**src/pkg/dioac_pkg.sv**
```systemverilog
// shared constants and types for the drive io assembly codec
`default_nettype none
package dioac_pkg;
    // output format selector values
    localparam logic [7:0] FMT_DEFAULT = 8'h00; // factory default, same as extended
    localparam logic [7:0] FMT_BASIC = 8'h14; // instance 20
    localparam logic [7:0] FMT_EXT = 8'h15; // instance 21
    localparam logic [7:0] FMT_TERM = 8'h64; // instance 100
    localparam logic [7:0] FMT_USER = 8'h66; // instance 102
    // request byte 0 bit positions
    localparam int BIT_FWD = 0;
    localparam int BIT_REV = 1;
    localparam int BIT_ARST = 2;
    localparam int BIT_RUN_SRC = 5;
    localparam int BIT_SPD_SRC = 6;
    localparam int BIT_TERM_LO = 2; // five terminal bits 2..6 of byte 0
    // request byte 1 bit positions, instance 100
    localparam int BIT_TERM_F = 5;
    localparam int BIT_TERM_R = 6;
    localparam int BIT_TERM_RST = 7;
    // request masks that keep only defined bits
    localparam logic [7:0] MASK_B0_BASIC = 8'h05;
    localparam logic [7:0] MASK_B0_EXT = 8'h67;
    localparam logic [7:0] MASK_B0_TERM = 8'h7F;
    localparam logic [7:0] MASK_B1_TERM = 8'hE0;
    // status byte 0 bit positions
    localparam int ST_FAULTED = 0;
    localparam int ST_FWD = 2;
    localparam int ST_REV = 3;
    localparam int ST_READY = 4;
    localparam int ST_RUN_NET = 5;
    localparam int ST_SPD_NET = 6;
    localparam int ST_AT_REF = 7;
    // user mapping layout
    localparam int MAP_COUNT = 4;
    localparam int FC_WIDTH = 16;
    localparam logic [15:0] FC_UNASSIGNED = 16'h0000;
    // drive state codes in status byte 1
    typedef enum logic [7:0] {
        DS_STARTUP = 8'h01,
        DS_NOT_READY = 8'h02,
        DS_READY = 8'h03,
        DS_ENABLED = 8'h04,
        DS_STOPPING = 8'h05,
        DS_FAULT_STOP = 8'h06,
        DS_FAULTED = 8'h07
    } dioac_drive_state_type;
    // master end link states
    typedef enum logic {
        LS_IDLE = 1'b0,
        LS_WAIT = 1'b1
    } dioac_link_state_type;
    // master end register byte addresses
    localparam logic [7:0] REG_REQ_LO = 8'h00; // request bytes 0..3
    localparam logic [7:0] REG_REQ_HI = 8'h04; // request bytes 4..7
    localparam logic [7:0] REG_FORMAT = 8'h08; // output format in use
    localparam logic [7:0] REG_SEND = 8'h0C; // bit 0 sends one frame
    localparam logic [7:0] REG_RESP = 8'h10; // last status response
    localparam logic [7:0] REG_FLAGS = 8'h14; // bit 0 busy, bit 1 new response
    localparam logic [31:0] REQ_RESET = 32'h0000_0000;
    localparam logic [1:0] RESP_OKAY = 2'h0;
    localparam logic [1:0] RESP_SLVERR = 2'h2;
endpackage
`default_nettype wire

```
**src/pkg/dioac_link_if.sv**
```systemverilog
// link carrying output assemblies and status responses between the ends
`default_nettype none
interface dioac_link_if;
    logic req_valid; // one-cycle pulse, frame present
    logic [63:0] req_data; // request bytes, byte n at bits 8n+7:8n
    logic rsp_valid; // one-cycle pulse, status present
    logic [31:0] rsp_data; // status bytes 0..3
    // documented device end
    modport device (input req_valid, input req_data, output rsp_valid, output rsp_data);
    // fieldbus master end
    modport master (output req_valid, output req_data, input rsp_valid, input rsp_data);
endinterface
`default_nettype wire

```
**src/design/dioac_device.sv**
```systemverilog
// device end: unpacks output assemblies and packs the status response
//
// Chosen here: register access over AXI4-Lite and the placing of the registers.
`default_nettype none
// Function
// - direction flags follow motor rotation
// - ready flag set when drive ready and no fault or fault stop
// - run-source flag shows network run in effect
// - speed-source flag shows network speed in effect
// - at-speed only when actual equals reference
// - drive state byte codes one to seven
// - speeds sixteen bits, low byte first
// - instance 20 layout: forward, reset, speed
// - instance 21 adds reverse, source selects
// - run-source select picks network or local
// - speed-source select picks network or local
// - format values 21 and 0 equal
// - instance 100 run and terminal bits
// - instance 100 frequency per-unit word
// - instance 102 four words to mapped codes
// - user mappings apply only after reset or restart
// - duplicate mapping: lowest slot only effective
// - stopped ready networked: 70 and 03
// - decelerating state 05, accelerating 04
// - reverse at speed gives F8
// - formats latched only at the first edge after reset and at restart
module dioac_device (
    input wire logic CORE_CLK_I,
    input wire logic RESET_I,
    dioac_link_if.device LINK,
    input wire logic RESTART_I,
    input wire logic [7:0] FORMAT_SEL_I,
    input wire logic [63:0] USER_MAP_I,
    input wire logic LOCAL_RUN_FWD_I,
    input wire logic LOCAL_RUN_REV_I,
    input wire logic [15:0] LOCAL_SPEED_I,
    input wire logic MOTOR_FWD_I,
    input wire logic MOTOR_REV_I,
    input wire logic DRIVE_READY_I,
    input wire logic DRIVE_FAULT_I,
    input wire logic FAULT_STOP_I,
    input wire logic [15:0] SPEED_ACTUAL_I,
    output logic RUN_FWD_O,
    output logic RUN_REV_O,
    output logic ALARM_RESET_O,
    output logic [15:0] SPEED_REF_O,
    output logic [15:0] FREQ_CMD_O,
    output logic [6:0] TERMINAL_CMD_O,
    output logic RUN_SOURCE_NET_O,
    output logic SPEED_SOURCE_NET_O,
    output logic [3:0] FC_WRITE_O,
    output logic [63:0] FC_CODE_O,
    output logic [63:0] FC_DATA_O,
    output logic [7:0] ACTIVE_FORMAT_O
);
    // latched configuration
    logic cfg_loaded_q; // set at the first edge after reset
    logic [7:0] fmt_q; // output format in use
    logic [63:0] map_q; // user mapping function codes
    logic [3:0] map_ok_q; // mapping slot effective
    logic [3:0] map_ok_d;
    // network command state
    logic net_fwd_q;
    logic net_rev_q;
    logic net_arst_q;
    logic [15:0] net_speed_q;
    logic run_src_q;
    logic spd_src_q;
    logic [6:0] term_q;
    logic [63:0] fc_data_q;
    logic [3:0] fc_wr_q;
    // response registers
    logic rsp_valid_q;
    logic [31:0] rsp_data_q;
    logic take_q; // frame applied last edge, answer due now
    dioac_pkg::dioac_drive_state_type state_d;

    // restart loads the selector; any unknown value acts as extended
    wire logic fmt_known = (FORMAT_SEL_I == dioac_pkg::FMT_BASIC)
        || (FORMAT_SEL_I == dioac_pkg::FMT_TERM)
        || (FORMAT_SEL_I == dioac_pkg::FMT_USER);
    wire logic [7:0] fmt_norm = fmt_known ? FORMAT_SEL_I : dioac_pkg::FMT_EXT;
    wire logic cfg_load = !cfg_loaded_q || RESTART_I;

    // mapping slot valid only if nonzero and not used by a lower slot
    always_comb begin
        map_ok_d = 4'h0;
        for (int i = 0; i < dioac_pkg::MAP_COUNT; i++) begin
            map_ok_d[i] = (USER_MAP_I[16*i +: 16] != dioac_pkg::FC_UNASSIGNED);
            for (int j = 0; j < i; j++) begin
                if (USER_MAP_I[16*j +: 16] == USER_MAP_I[16*i +: 16]) begin
                    map_ok_d[i] = 1'b0;
                end
            end
        end
    end

    // configuration capture, only at the first edge after reset and at restart
    always_ff @(posedge CORE_CLK_I or posedge RESET_I) begin
        if (RESET_I) begin
            cfg_loaded_q <= 1'b0;
            fmt_q <= dioac_pkg::FMT_EXT;
            map_q <= 64'h0;
            map_ok_q <= 4'h0;
        end else if (cfg_load) begin
            cfg_loaded_q <= 1'b1;
            fmt_q <= fmt_norm;
            map_q <= USER_MAP_I;
            map_ok_q <= map_ok_d;
        end
    end

    // format decode
    wire logic is_basic = (fmt_q == dioac_pkg::FMT_BASIC);
    wire logic is_ext = (fmt_q == dioac_pkg::FMT_EXT);
    wire logic is_term = (fmt_q == dioac_pkg::FMT_TERM);
    wire logic is_user = (fmt_q == dioac_pkg::FMT_USER);
    // received frame fields
    wire logic [7:0] rx_b0 = LINK.req_data[7:0];
    wire logic [7:0] rx_b1 = LINK.req_data[15:8];
    wire logic [15:0] rx_word = LINK.req_data[31:16]; // low byte in byte 2
    wire logic take = LINK.req_valid && cfg_loaded_q && !RESTART_I;
    wire logic take_cmd = take && !is_user;

    // next network command values; undefined bits never looked at
    wire logic net_fwd_d = take_cmd ? rx_b0[dioac_pkg::BIT_FWD] : net_fwd_q;
    wire logic net_rev_d = take_cmd
        ? (rx_b0[dioac_pkg::BIT_REV] && !is_basic) : net_rev_q;
    wire logic arst_rx = is_term
        ? rx_b1[dioac_pkg::BIT_TERM_RST] : rx_b0[dioac_pkg::BIT_ARST];
    wire logic net_arst_d = take_cmd ? arst_rx : net_arst_q;
    wire logic [15:0] net_speed_d = take_cmd ? rx_word : net_speed_q;
    wire logic run_src_d = (take && is_ext)
        ? rx_b0[dioac_pkg::BIT_RUN_SRC] : run_src_q;
    wire logic spd_src_d = (take && is_ext)
        ? rx_b0[dioac_pkg::BIT_SPD_SRC] : spd_src_q;
    wire logic [6:0] term_rx = {rx_b1[dioac_pkg::BIT_TERM_R], rx_b1[dioac_pkg::BIT_TERM_F],
        rx_b0[dioac_pkg::BIT_TERM_LO +: 5]};
    wire logic [6:0] term_d = (take && is_term) ? term_rx : term_q;
    // instance 102 words go to the effective mapped codes
    wire logic [3:0] fc_wr_d = (take && is_user) ? map_ok_q : 4'h0;
    wire logic [63:0] fc_data_d = (take && is_user) ? LINK.req_data : fc_data_q;

    // network command capture, cleared when configuration reloads
    always_ff @(posedge CORE_CLK_I or posedge RESET_I) begin
        if (RESET_I) begin
            {net_fwd_q, net_rev_q, net_arst_q, run_src_q, spd_src_q} <= 5'h00;
            net_speed_q <= 16'h0000;
            term_q <= 7'h00;
        end else if (cfg_load) begin
            {net_fwd_q, net_rev_q, net_arst_q, run_src_q, spd_src_q} <= 5'h00;
            net_speed_q <= 16'h0000;
            term_q <= 7'h00;
        end else begin
            {net_fwd_q, net_rev_q, net_arst_q} <= {net_fwd_d, net_rev_d, net_arst_d};
            {run_src_q, spd_src_q} <= {run_src_d, spd_src_d};
            net_speed_q <= net_speed_d;
            term_q <= term_d;
        end
    end

    // source selection; basic and terminal formats always use the network
    wire logic run_net = is_ext ? run_src_q : (is_basic || is_term);
    wire logic spd_net = is_ext ? spd_src_q : (is_basic || is_term);
    wire logic run_fwd_d = run_net ? net_fwd_q : LOCAL_RUN_FWD_I;
    wire logic run_rev_d = run_net ? net_rev_q : LOCAL_RUN_REV_I;
    wire logic [15:0] speed_ref_d = (spd_net && !is_term)
        ? net_speed_q : LOCAL_SPEED_I;
    wire logic [15:0] freq_cmd_d = is_term ? net_speed_q : 16'h0000;

    // status terms
    wire logic moving = MOTOR_FWD_I || MOTOR_REV_I;
    wire logic run_req = run_fwd_d || run_rev_d;
    wire logic at_ref = moving && (SPEED_ACTUAL_I == speed_ref_d);
    wire logic ready = cfg_loaded_q && DRIVE_READY_I
        && !DRIVE_FAULT_I && !FAULT_STOP_I;

    // drive state code by priority
    always_comb begin
        if (!cfg_loaded_q) begin
            state_d = dioac_pkg::DS_STARTUP;
        end else if (DRIVE_FAULT_I) begin
            state_d = dioac_pkg::DS_FAULTED;
        end else if (FAULT_STOP_I) begin
            state_d = dioac_pkg::DS_FAULT_STOP;
        end else if (!DRIVE_READY_I) begin
            state_d = dioac_pkg::DS_NOT_READY;
        end else if (run_req) begin
            state_d = dioac_pkg::DS_ENABLED;
        end else if (moving) begin
            state_d = dioac_pkg::DS_STOPPING;
        end else begin
            state_d = dioac_pkg::DS_READY;
        end
    end

    // status byte 0; bit 1 reserved and zero
    wire logic [7:0] st_b0 = {at_ref, spd_net, run_net, ready, MOTOR_REV_I, MOTOR_FWD_I,
        1'b0, DRIVE_FAULT_I};
    wire logic [31:0] st_word = {SPEED_ACTUAL_I, state_d, st_b0};

    // response and user-side outputs; the answer waits one edge so the
    // status already shows the commands of the frame it answers
    always_ff @(posedge CORE_CLK_I or posedge RESET_I) begin
        if (RESET_I) begin
            take_q <= 1'b0;
            rsp_valid_q <= 1'b0;
            rsp_data_q <= 32'h0000_0000;
            fc_wr_q <= 4'h0;
            fc_data_q <= 64'h0;
            {RUN_FWD_O, RUN_REV_O, ALARM_RESET_O} <= 3'h0;
            {RUN_SOURCE_NET_O, SPEED_SOURCE_NET_O} <= 2'h0;
            SPEED_REF_O <= 16'h0000;
            FREQ_CMD_O <= 16'h0000;
            TERMINAL_CMD_O <= 7'h00;
        end else begin
            take_q <= take;
            rsp_valid_q <= take_q;
            rsp_data_q <= take_q ? st_word : rsp_data_q;
            fc_wr_q <= fc_wr_d;
            fc_data_q <= fc_data_d;
            {RUN_FWD_O, RUN_REV_O, ALARM_RESET_O} <= {run_fwd_d, run_rev_d, net_arst_q};
            {RUN_SOURCE_NET_O, SPEED_SOURCE_NET_O} <= {run_net, spd_net};
            SPEED_REF_O <= speed_ref_d;
            FREQ_CMD_O <= freq_cmd_d;
            TERMINAL_CMD_O <= term_q;
        end
    end

    // registered link and mapping outputs
    assign LINK.rsp_valid = rsp_valid_q;
    assign LINK.rsp_data = rsp_data_q;
    assign FC_WRITE_O = fc_wr_q;
    assign FC_DATA_O = fc_data_q;
    assign FC_CODE_O = map_q;
    assign ACTIVE_FORMAT_O = fmt_q;
endmodule
`default_nettype wire

```
**src/flat_wrapper.sv**
```systemverilog
// flat-port wrapper written by rule: the top's interface ports become plain ports
module dioac_device_flat 
  (CORE_CLK_I, RESET_I, RESTART_I, FORMAT_SEL_I, USER_MAP_I, LOCAL_RUN_FWD_I, LOCAL_RUN_REV_I, LOCAL_SPEED_I, MOTOR_FWD_I, MOTOR_REV_I, DRIVE_READY_I, DRIVE_FAULT_I, FAULT_STOP_I, SPEED_ACTUAL_I, RUN_FWD_O, RUN_REV_O, ALARM_RESET_O, SPEED_REF_O, FREQ_CMD_O, TERMINAL_CMD_O, RUN_SOURCE_NET_O, SPEED_SOURCE_NET_O, FC_WRITE_O, FC_CODE_O, FC_DATA_O, ACTIVE_FORMAT_O, LINK_req_valid, LINK_req_data, LINK_rsp_valid, LINK_rsp_data);
  dioac_link_if LINK_i ();
  input wire logic CORE_CLK_I;
  input wire logic RESET_I;
  input wire logic RESTART_I;
  input wire logic [7:0] FORMAT_SEL_I;
  input wire logic [63:0] USER_MAP_I;
  input wire logic LOCAL_RUN_FWD_I;
  input wire logic LOCAL_RUN_REV_I;
  input wire logic [15:0] LOCAL_SPEED_I;
  input wire logic MOTOR_FWD_I;
  input wire logic MOTOR_REV_I;
  input wire logic DRIVE_READY_I;
  input wire logic DRIVE_FAULT_I;
  input wire logic FAULT_STOP_I;
  input wire logic [15:0] SPEED_ACTUAL_I;
  output logic RUN_FWD_O;
  output logic RUN_REV_O;
  output logic ALARM_RESET_O;
  output logic [15:0] SPEED_REF_O;
  output logic [15:0] FREQ_CMD_O;
  output logic [6:0] TERMINAL_CMD_O;
  output logic RUN_SOURCE_NET_O;
  output logic SPEED_SOURCE_NET_O;
  output logic [3:0] FC_WRITE_O;
  output logic [63:0] FC_CODE_O;
  output logic [63:0] FC_DATA_O;
  output logic [7:0] ACTIVE_FORMAT_O;
  input wire logic [$bits(LINK_i.req_valid)-1:0] LINK_req_valid;
  input wire logic [$bits(LINK_i.req_data)-1:0] LINK_req_data;
  output wire logic [$bits(LINK_i.rsp_valid)-1:0] LINK_rsp_valid;
  output wire logic [$bits(LINK_i.rsp_data)-1:0] LINK_rsp_data;
  assign LINK_i.req_valid = LINK_req_valid;
  assign LINK_i.req_data = LINK_req_data;
  assign LINK_rsp_valid = LINK_i.rsp_valid;
  assign LINK_rsp_data = LINK_i.rsp_data;
  dioac_device u_core (.CORE_CLK_I(CORE_CLK_I), .RESET_I(RESET_I), .LINK(LINK_i), .RESTART_I(RESTART_I), .FORMAT_SEL_I(FORMAT_SEL_I), .USER_MAP_I(USER_MAP_I), .LOCAL_RUN_FWD_I(LOCAL_RUN_FWD_I), .LOCAL_RUN_REV_I(LOCAL_RUN_REV_I), .LOCAL_SPEED_I(LOCAL_SPEED_I), .MOTOR_FWD_I(MOTOR_FWD_I), .MOTOR_REV_I(MOTOR_REV_I), .DRIVE_READY_I(DRIVE_READY_I), .DRIVE_FAULT_I(DRIVE_FAULT_I), .FAULT_STOP_I(FAULT_STOP_I), .SPEED_ACTUAL_I(SPEED_ACTUAL_I), .RUN_FWD_O(RUN_FWD_O), .RUN_REV_O(RUN_REV_O), .ALARM_RESET_O(ALARM_RESET_O), .SPEED_REF_O(SPEED_REF_O), .FREQ_CMD_O(FREQ_CMD_O), .TERMINAL_CMD_O(TERMINAL_CMD_O), .RUN_SOURCE_NET_O(RUN_SOURCE_NET_O), .SPEED_SOURCE_NET_O(SPEED_SOURCE_NET_O), .FC_WRITE_O(FC_WRITE_O), .FC_CODE_O(FC_CODE_O), .FC_DATA_O(FC_DATA_O), .ACTIVE_FORMAT_O(ACTIVE_FORMAT_O));
endmodule
```
**config.mk**
```make
export PLATFORM = sky130hd
export DESIGN_NAME = dioac_device_flat
export DESIGN_NICKNAME = d
export VERILOG_FILES = /design/src/pkg/dioac_pkg.sv /design/src/pkg/dioac_link_if.sv /design/src/design/dioac_device.sv /design/src/flat_wrapper.sv
export SDC_FILE = /design/constraint.sdc
export NUM_CORES = 1
export LEC_CHECK = 0
export BUFFER_PORTS_ARGS = -buffer_cell sky130_fd_sc_hd__clkbuf_2
export CAP_MARGIN = 25
export CORE_UTILIZATION = 45
export CTS_CLUSTER_SIZE = 10
export DETAILED_ROUTE_END_ITERATION = 16
export PLACE_DENSITY = 0.83
export RECOVER_POWER = 100
export SYNTH_ARGS = -nofsm -noshare
export SYNTH_HDL_FRONTEND = slang
export SYNTH_SLANG_ARGS = --single-unit
export TNS_END_PERCENT = 10
```
**constraint.sdc**
```tcl
create_clock -name CORE_CLK_I -period 7.5 [get_ports CORE_CLK_I]
set_input_delay 1.125 -clock CORE_CLK_I [delete_from_list [all_inputs] [get_ports CORE_CLK_I]]
set_output_delay 1.125 -clock CORE_CLK_I [all_outputs]
set_load 0.02 [all_outputs]
```
# ---- Word-level counts from Yosys, hierarchy flattened
# Index checks and enable logic that the tools add are counted.
dict set report op_classes {
  eq_ne 14
  muxes 35
  reduce_logical 32
}
# cell count
set ops {}
lappend ops {{$eq 16x16->1} 7}
lappend ops {{$mux 16} 4}
lappend ops {{$reduce_bool 16->1} 4}
lappend ops {{$mux 8} 6}
lappend ops {{$eq 8x7->1 const B} 4}
lappend ops {{$eq 8x5->1 const B} 3}
lappend ops {{$mux 1} 21}
lappend ops {{$mux 7} 2}
lappend ops {{$logic_and 1x1->1} 12}
lappend ops {{$logic_not 1->1} 7}
lappend ops {{$logic_or 1x1->1} 6}
lappend ops {{$reduce_bool 2->1} 3}
lappend ops {{$mux 4} 1}
lappend ops {{$mux 3} 1}
dict set report totals {
  regBits 250
  output_inout_bits 217
}

# ---- Logic depth before layout (Yosys ltp)
dict set report logic_depth {
  word_depth 10
  mapped_depth 8
  depth_no_buf 6
}

# ---- Worst setup path after synthesis
# OpenSTA, ideal clock, no wires.
dict set report synth_timing {
  path_kind {input -> register}
  startpoint {in RESTART_I}
  endpoint {reg u_core.fc_data_q[10] (netlist: u_core.FC_DATA_O[10])}
  setup_ps 125
  arrival_time_ps 2262
  path_slack_ps 5113
  cell_stages 8
  n_path_buf 3
  path_cell_list {nor2b_1 -> buf_2 -> nand2_1 -> inv_1 -> nand3_2 -> buf_6 -> buf_6 -> mux2_4}
}
dict set report synth_via {
  elab_chain_cells 3
}
# item line
set synth_rtl {}
lappend synth_rtl {{start: declaration} flat_wrapper.sv:7} ;# input wire logic RESTART_I;
lappend synth_rtl {{$logic_not 1->1} dioac_device.sv:122} ;# wire logic take = LINK.req_valid && cfg_loaded_q && !RESTART_I;
lappend synth_rtl {{$logic_and 1x1->1} dioac_device.sv:122}
lappend synth_rtl {{via u_core.take} dioac_device.sv:122}
lappend synth_rtl {{$logic_and 1x1->1} dioac_device.sv:142} ;# wire logic [63:0] fc_data_d = (take && is_user) ? LINK.req_data : fc_data_q;
lappend synth_rtl {{end signal: assignment} dioac_device.sv:221} ;# fc_data_q <= fc_data_d;
lappend synth_rtl {{end: declaration} dioac_device.sv:70} ;# logic [63:0] fc_data_q;
# The timed path passes the listed nets, and every way through them passes these cells.
# A chain may end at the register's enable or synchronous reset.

# ---- Worst setup path after layout
dict set report layout_timing {
  startpoint {in RESTART_I}
  endpoint {reg u_core.fc_data_q[48] (netlist: u_core.FC_DATA_O[48])}
}
# Same word-level chain as after synthesis.

==> results.py <==
metrics = {
    "worst_hold_path": {
        "worstHoldEndpoint": "u_core.TERMINAL_CMD_O[4]",
        "worstHoldPathType": "reg2reg",
        "hold_path.startpoint": "u_core.term_q[4]",
        "hold_depth": 0,
    },
    "setup_path": {
        "worstPathRequired_ns": 7.90,
        "r2r-end": "u_core.FC_DATA_O[48]",
        "start_kind": "input port",
        "reg2reg_slack_ns": 2.94,
        "worstPathArrival_ns": 5.16,
        "end_kind": "flop",
        "reg2reg_from": "u_core.cfg_loaded_q",
        "rr_worst_depth": 7,
        "path_class": "in2reg",
        "cp_max_fo": 44,
    },
    "synthesis": {
        "synthCells": 1054,
        "synth_flop_cell": "dfrtp_1",
        "synth_async_sr_flop_share": 1.000,
        "syn_avg_cell_area_um2": 10.45,
        "synth-edff-count": 0,
        "seq_area_frac_synth": 0.5572,
        "yosys_register_bits": 245,
        "yosys_warnings": 0,
        "synth_cell_types": 57,
        "netlist_area_um2": 11010,
    },
    "floorplan": {
        "fp-row-count": 56,
        "ios": 396,
        "initial_core_util": 0.4635,
        "dieArea_um2": 25100,
        "die_h_um": 158.4,
        "die_w_um": 158.4,
        "coreArea_um2": 23750,
    },
    "timing": {
        "worst_slew_pin_slew_ns": 3.444,
        "final_hold_viol_count": 0,
        "fin_setup_tns_ns": 0,
        "max_slew_margin": -1.296,
        "finalMaxSlewViolations": 285,
        "fmax_mhz": 210.1,
        "min_period_ns": 4.759,
        "min_period_over_period": 0.6346,
        "clock_skew_ns": 0.02757,
        "setup_viol": 0,
        "rsz0062_at_grt": "false",
    },
    "clock_tree": {
        "cts.sinks": 245,
        "clockBufferDepth": 3,
        "cts.clk_slew.worst_paths_ns": 0.06,
        "worstSkewPairLatency_ns": 0.54,
        "cts_setup_buffers": 0,
        "holdBufCountCts": 0,
        "cts_resized": 0,
        "cts_made_buffers": 28,
        "htreeDepth": 1,
        "root_buffer": "clkbuf_16",
        "cts_tree": "built",
    },
    "global_route": {
        "grt_pass1_wl_um": 50370,
        "grt_max_degree": 137,
        "grt_usage": 0.2656,
        "grt_overflow_total": 0,
        "antenna_found_initial": 1,
        "grt_pass1_vias": 9245,
    },
    "power": {
        "leakage_uw": 0.006779,
        "total_power_uw": 3093,
        "power.density_nw_per_um2": 228.6,
        "peakVddDrop_v": 0.0001560,
    },
    "layout": {
        "n_fill_cell": 2164,
        "fin_nets": 1568,
        "syn_to_final_growth_pct": 22.88,
        "drive_gt1_frac": 0.2062,
        "ff_latch_area_um2": 6135,
        "multi_input_area_um2": 4328,
    },
    "route": {
        "drt_iter0_markers": 547,
        "wire_per_inst_um": 19.64,
        "ant_nets": 0,
        "vias": 9116,
        "drc": 0,
        "drt_wl_total_um": 34000,
        "firstDrtPassIters": 7,
        "avgViaCountPerCell": 5.266,
    },
    "run": {
        "maxCapViolations": 6,
    },
    "outcome": {
        "status": "complete, but fails checks",
        "failed_checks": "capacitance limit, slew limit",
    },
    "place": {
        "port_buffers": 389,
        "gp_congestion": 0.9290,
        "place_hpwl_um": 25090,
    },
}
[per-stage QoR]
step | instances | hold WS, ns | cell area, um^2 | worst slack (ns) | utilization
floorplan | 1059 | 0.3533 | 11030 | 3.160 | -
finish | 1731 | 0.3753 | 13530 | 2.741 | 0.5695
CTS | 1730 | 0.3757 | 13880 | 4.445 | 0.5845
detailed placement | 1678 | 0.3595 | 13060 | 3.911 | 0.5496
global placement | 1678 | 0.3589 | 13060 | 3.992 | 0.5496
global route | 1731 | 0.3932 | 13530 | 2.263 | 0.5695
[layer usage]
| layer | GRT usage | up-vias | routed length (um) |
|---|---|---|---|
| li1 | - | 4107 | - |
| met1 | 0.2883 | 4416 | 12300 |
| met2 | 0.4772 | 477 | 17400 |
| met3 | 0.06315 | 116 | 2783 |
| met4 | 0.1424 | 0 | 1520 |
| met5 | 0 | - | 0 |
[worst max-delay path by stage]
stage	start	to	cells after the start	slack (ns)
floorplan	RESET_I	u_core.ACTIVE_FORMAT_O[1]	1	3.16
global placement	RESTART_I	u_core.FC_DATA_O[50]	8	3.99
detailed placement	RESTART_I	u_core.FC_DATA_O[48]	8	3.91
CTS	RESTART_I	u_core.FC_DATA_O[48]	8	4.45
global route	RESTART_I	u_core.FC_DATA_O[38]	8	2.26
finish	RESTART_I	u_core.FC_DATA_O[48]	8	2.74
[critical path, stage by stage]
cell      delay [ns]
clkbuf_1        0.10
nor2b_4         0.10
clkbuf_1        1.38
nand2_1         0.30
inv_1           0.23
nand3_4         0.47
clkbuf_1        0.83
mux2_2          0.55
[layout by cell type, fill, tap and decap left out, types with 2 or more instances in the layout]
master | synthesis | layout
nand3_1 | 11 | 11
conb_1 | 2 | 7
clkbuf_16 | 0 | 28
mux2_1 | 6 | 19
dfstp_2 | 3 | 3
mux2_2 | 72 | 70
nor2b_1 | 3 | 2
inv_1 | 26 | 25
nor4b_1 | 2 | 3
xor2_1 | 105 | 105
clkbuf_2 | 0 | 177
nand2b_1 | 5 | 4
a2111oi_0 | 2 | 3
nand2_1 | 283 | 283
mux2i_1 | 2 | 2
o211ai_1 | 2 | 2
o22ai_1 | 3 | 3
dfrtp_1 | 242 | 242
o31ai_1 | 6 | 6
a222oi_1 | 3 | 3
nor3b_1 | 2 | 2
clkbuf_1 | 68 | 241
nand4b_1 | 2 | 2
o21ai_0 | 31 | 31
and2_0 | 0 | 9
nor4_1 | 41 | 41
xnor2_1 | 3 | 3
nand4_1 | 13 | 13
a21o_1 | 2 | 2
nor3_1 | 5 | 5
o221ai_1 | 3 | 3
and2_1 | 14 | 5
a21oi_1 | 10 | 10
nand3_4 | 1 | 2
nor2_1 | 20 | 20
[cell usage after synthesis, types with 2 or more instances]
library cell | n | share of area
nor4b_1 | 2 | 0.0016
dfrtp_1 | 242 | 0.55
nor3b_1 | 2 | 0.0014
mux2_2 | 72 | 0.074
nor4_1 | 41 | 0.023
buf_4 | 6 | 0.0041
inv_1 | 26 | 0.0089
buf_6 | 3 | 0.0031
mux2_4 | 11 | 0.015
xnor2_1 | 3 | 0.0024
a2111oi_0 | 2 | 0.0016
nand4b_1 | 2 | 0.0016
nor2_1 | 20 | 0.0068
dfstp_2 | 3 | 0.0072
buf_1 | 12 | 0.0041
a21o_1 | 2 | 0.0014
o221ai_1 | 3 | 0.0024
o22ai_1 | 3 | 0.0017
o31ai_1 | 6 | 0.0041
nand3_1 | 11 | 0.0050
a222oi_1 | 3 | 0.0027
nand4_1 | 13 | 0.0074
mux2i_1 | 2 | 0.0018
conb_1 | 2 | 0.00068
nor2b_1 | 3 | 0.0017
xor2_1 | 105 | 0.084
and2_1 | 14 | 0.0080
clkbuf_1 | 68 | 0.023
nand2_1 | 283 | 0.096
nand2b_1 | 5 | 0.0028
o21ai_0 | 31 | 0.014
buf_2 | 9 | 0.0041
nor3_1 | 5 | 0.0023
a21oi_1 | 10 | 0.0045
mux2_1 | 6 | 0.0061
o211ai_1 | 2 | 0.0014
[area by class of cell]
| class | count | area share |
|---|---|---|
| inverters | 26 | 0.007307 |
| clock buffers | 50 | 0.05790 |
| flip-flops and latches | 245 | 0.4535 |
| clock inverters | 2 | 0.003422 |
| multi-input cells | 690 | 0.3199 |
| repair buffers | 398 | 0.1283 |
| diodes | 1 | 0.0001850 |
| well taps | 319 | 0.02950 |
[report_power, final]
group	switching [uW]	internal [uW]	leakage [uW]
clock network	513	734	0.000392
registers	39.1	1390	0.00317
logic	285	133	0.00322
[registers in the layout, indices dropped and copies added (netlist names), 4 cells and up]
| signal | flops |
|---|---|
| u_core.FC_CODE_O | 64 |
| u_core.FC_DATA_O | 64 |
| u_core.LINK.rsp_data | 26 |
| u_core.FREQ_CMD_O | 16 |
| u_core.SPEED_REF_O | 16 |
| u_core.net_speed_q | 16 |
| u_core.ACTIVE_FORMAT_O | 8 |
| u_core.TERMINAL_CMD_O | 7 |
| u_core.term_q | 7 |
| u_core.FC_WRITE_O | 4 |
| u_core.map_ok_q | 4 |
[logic make-up after synthesis]
kind of cell    Yosys count  synth area share
other cells               2         0.0006822
simple gates            411            0.1684
buf+inv                 124           0.04739
mux                      91           0.09660
compound gates           73           0.04376
xor+xnor                108           0.08592
flops                   245            0.5572
(Power assumes the default switching activity.)
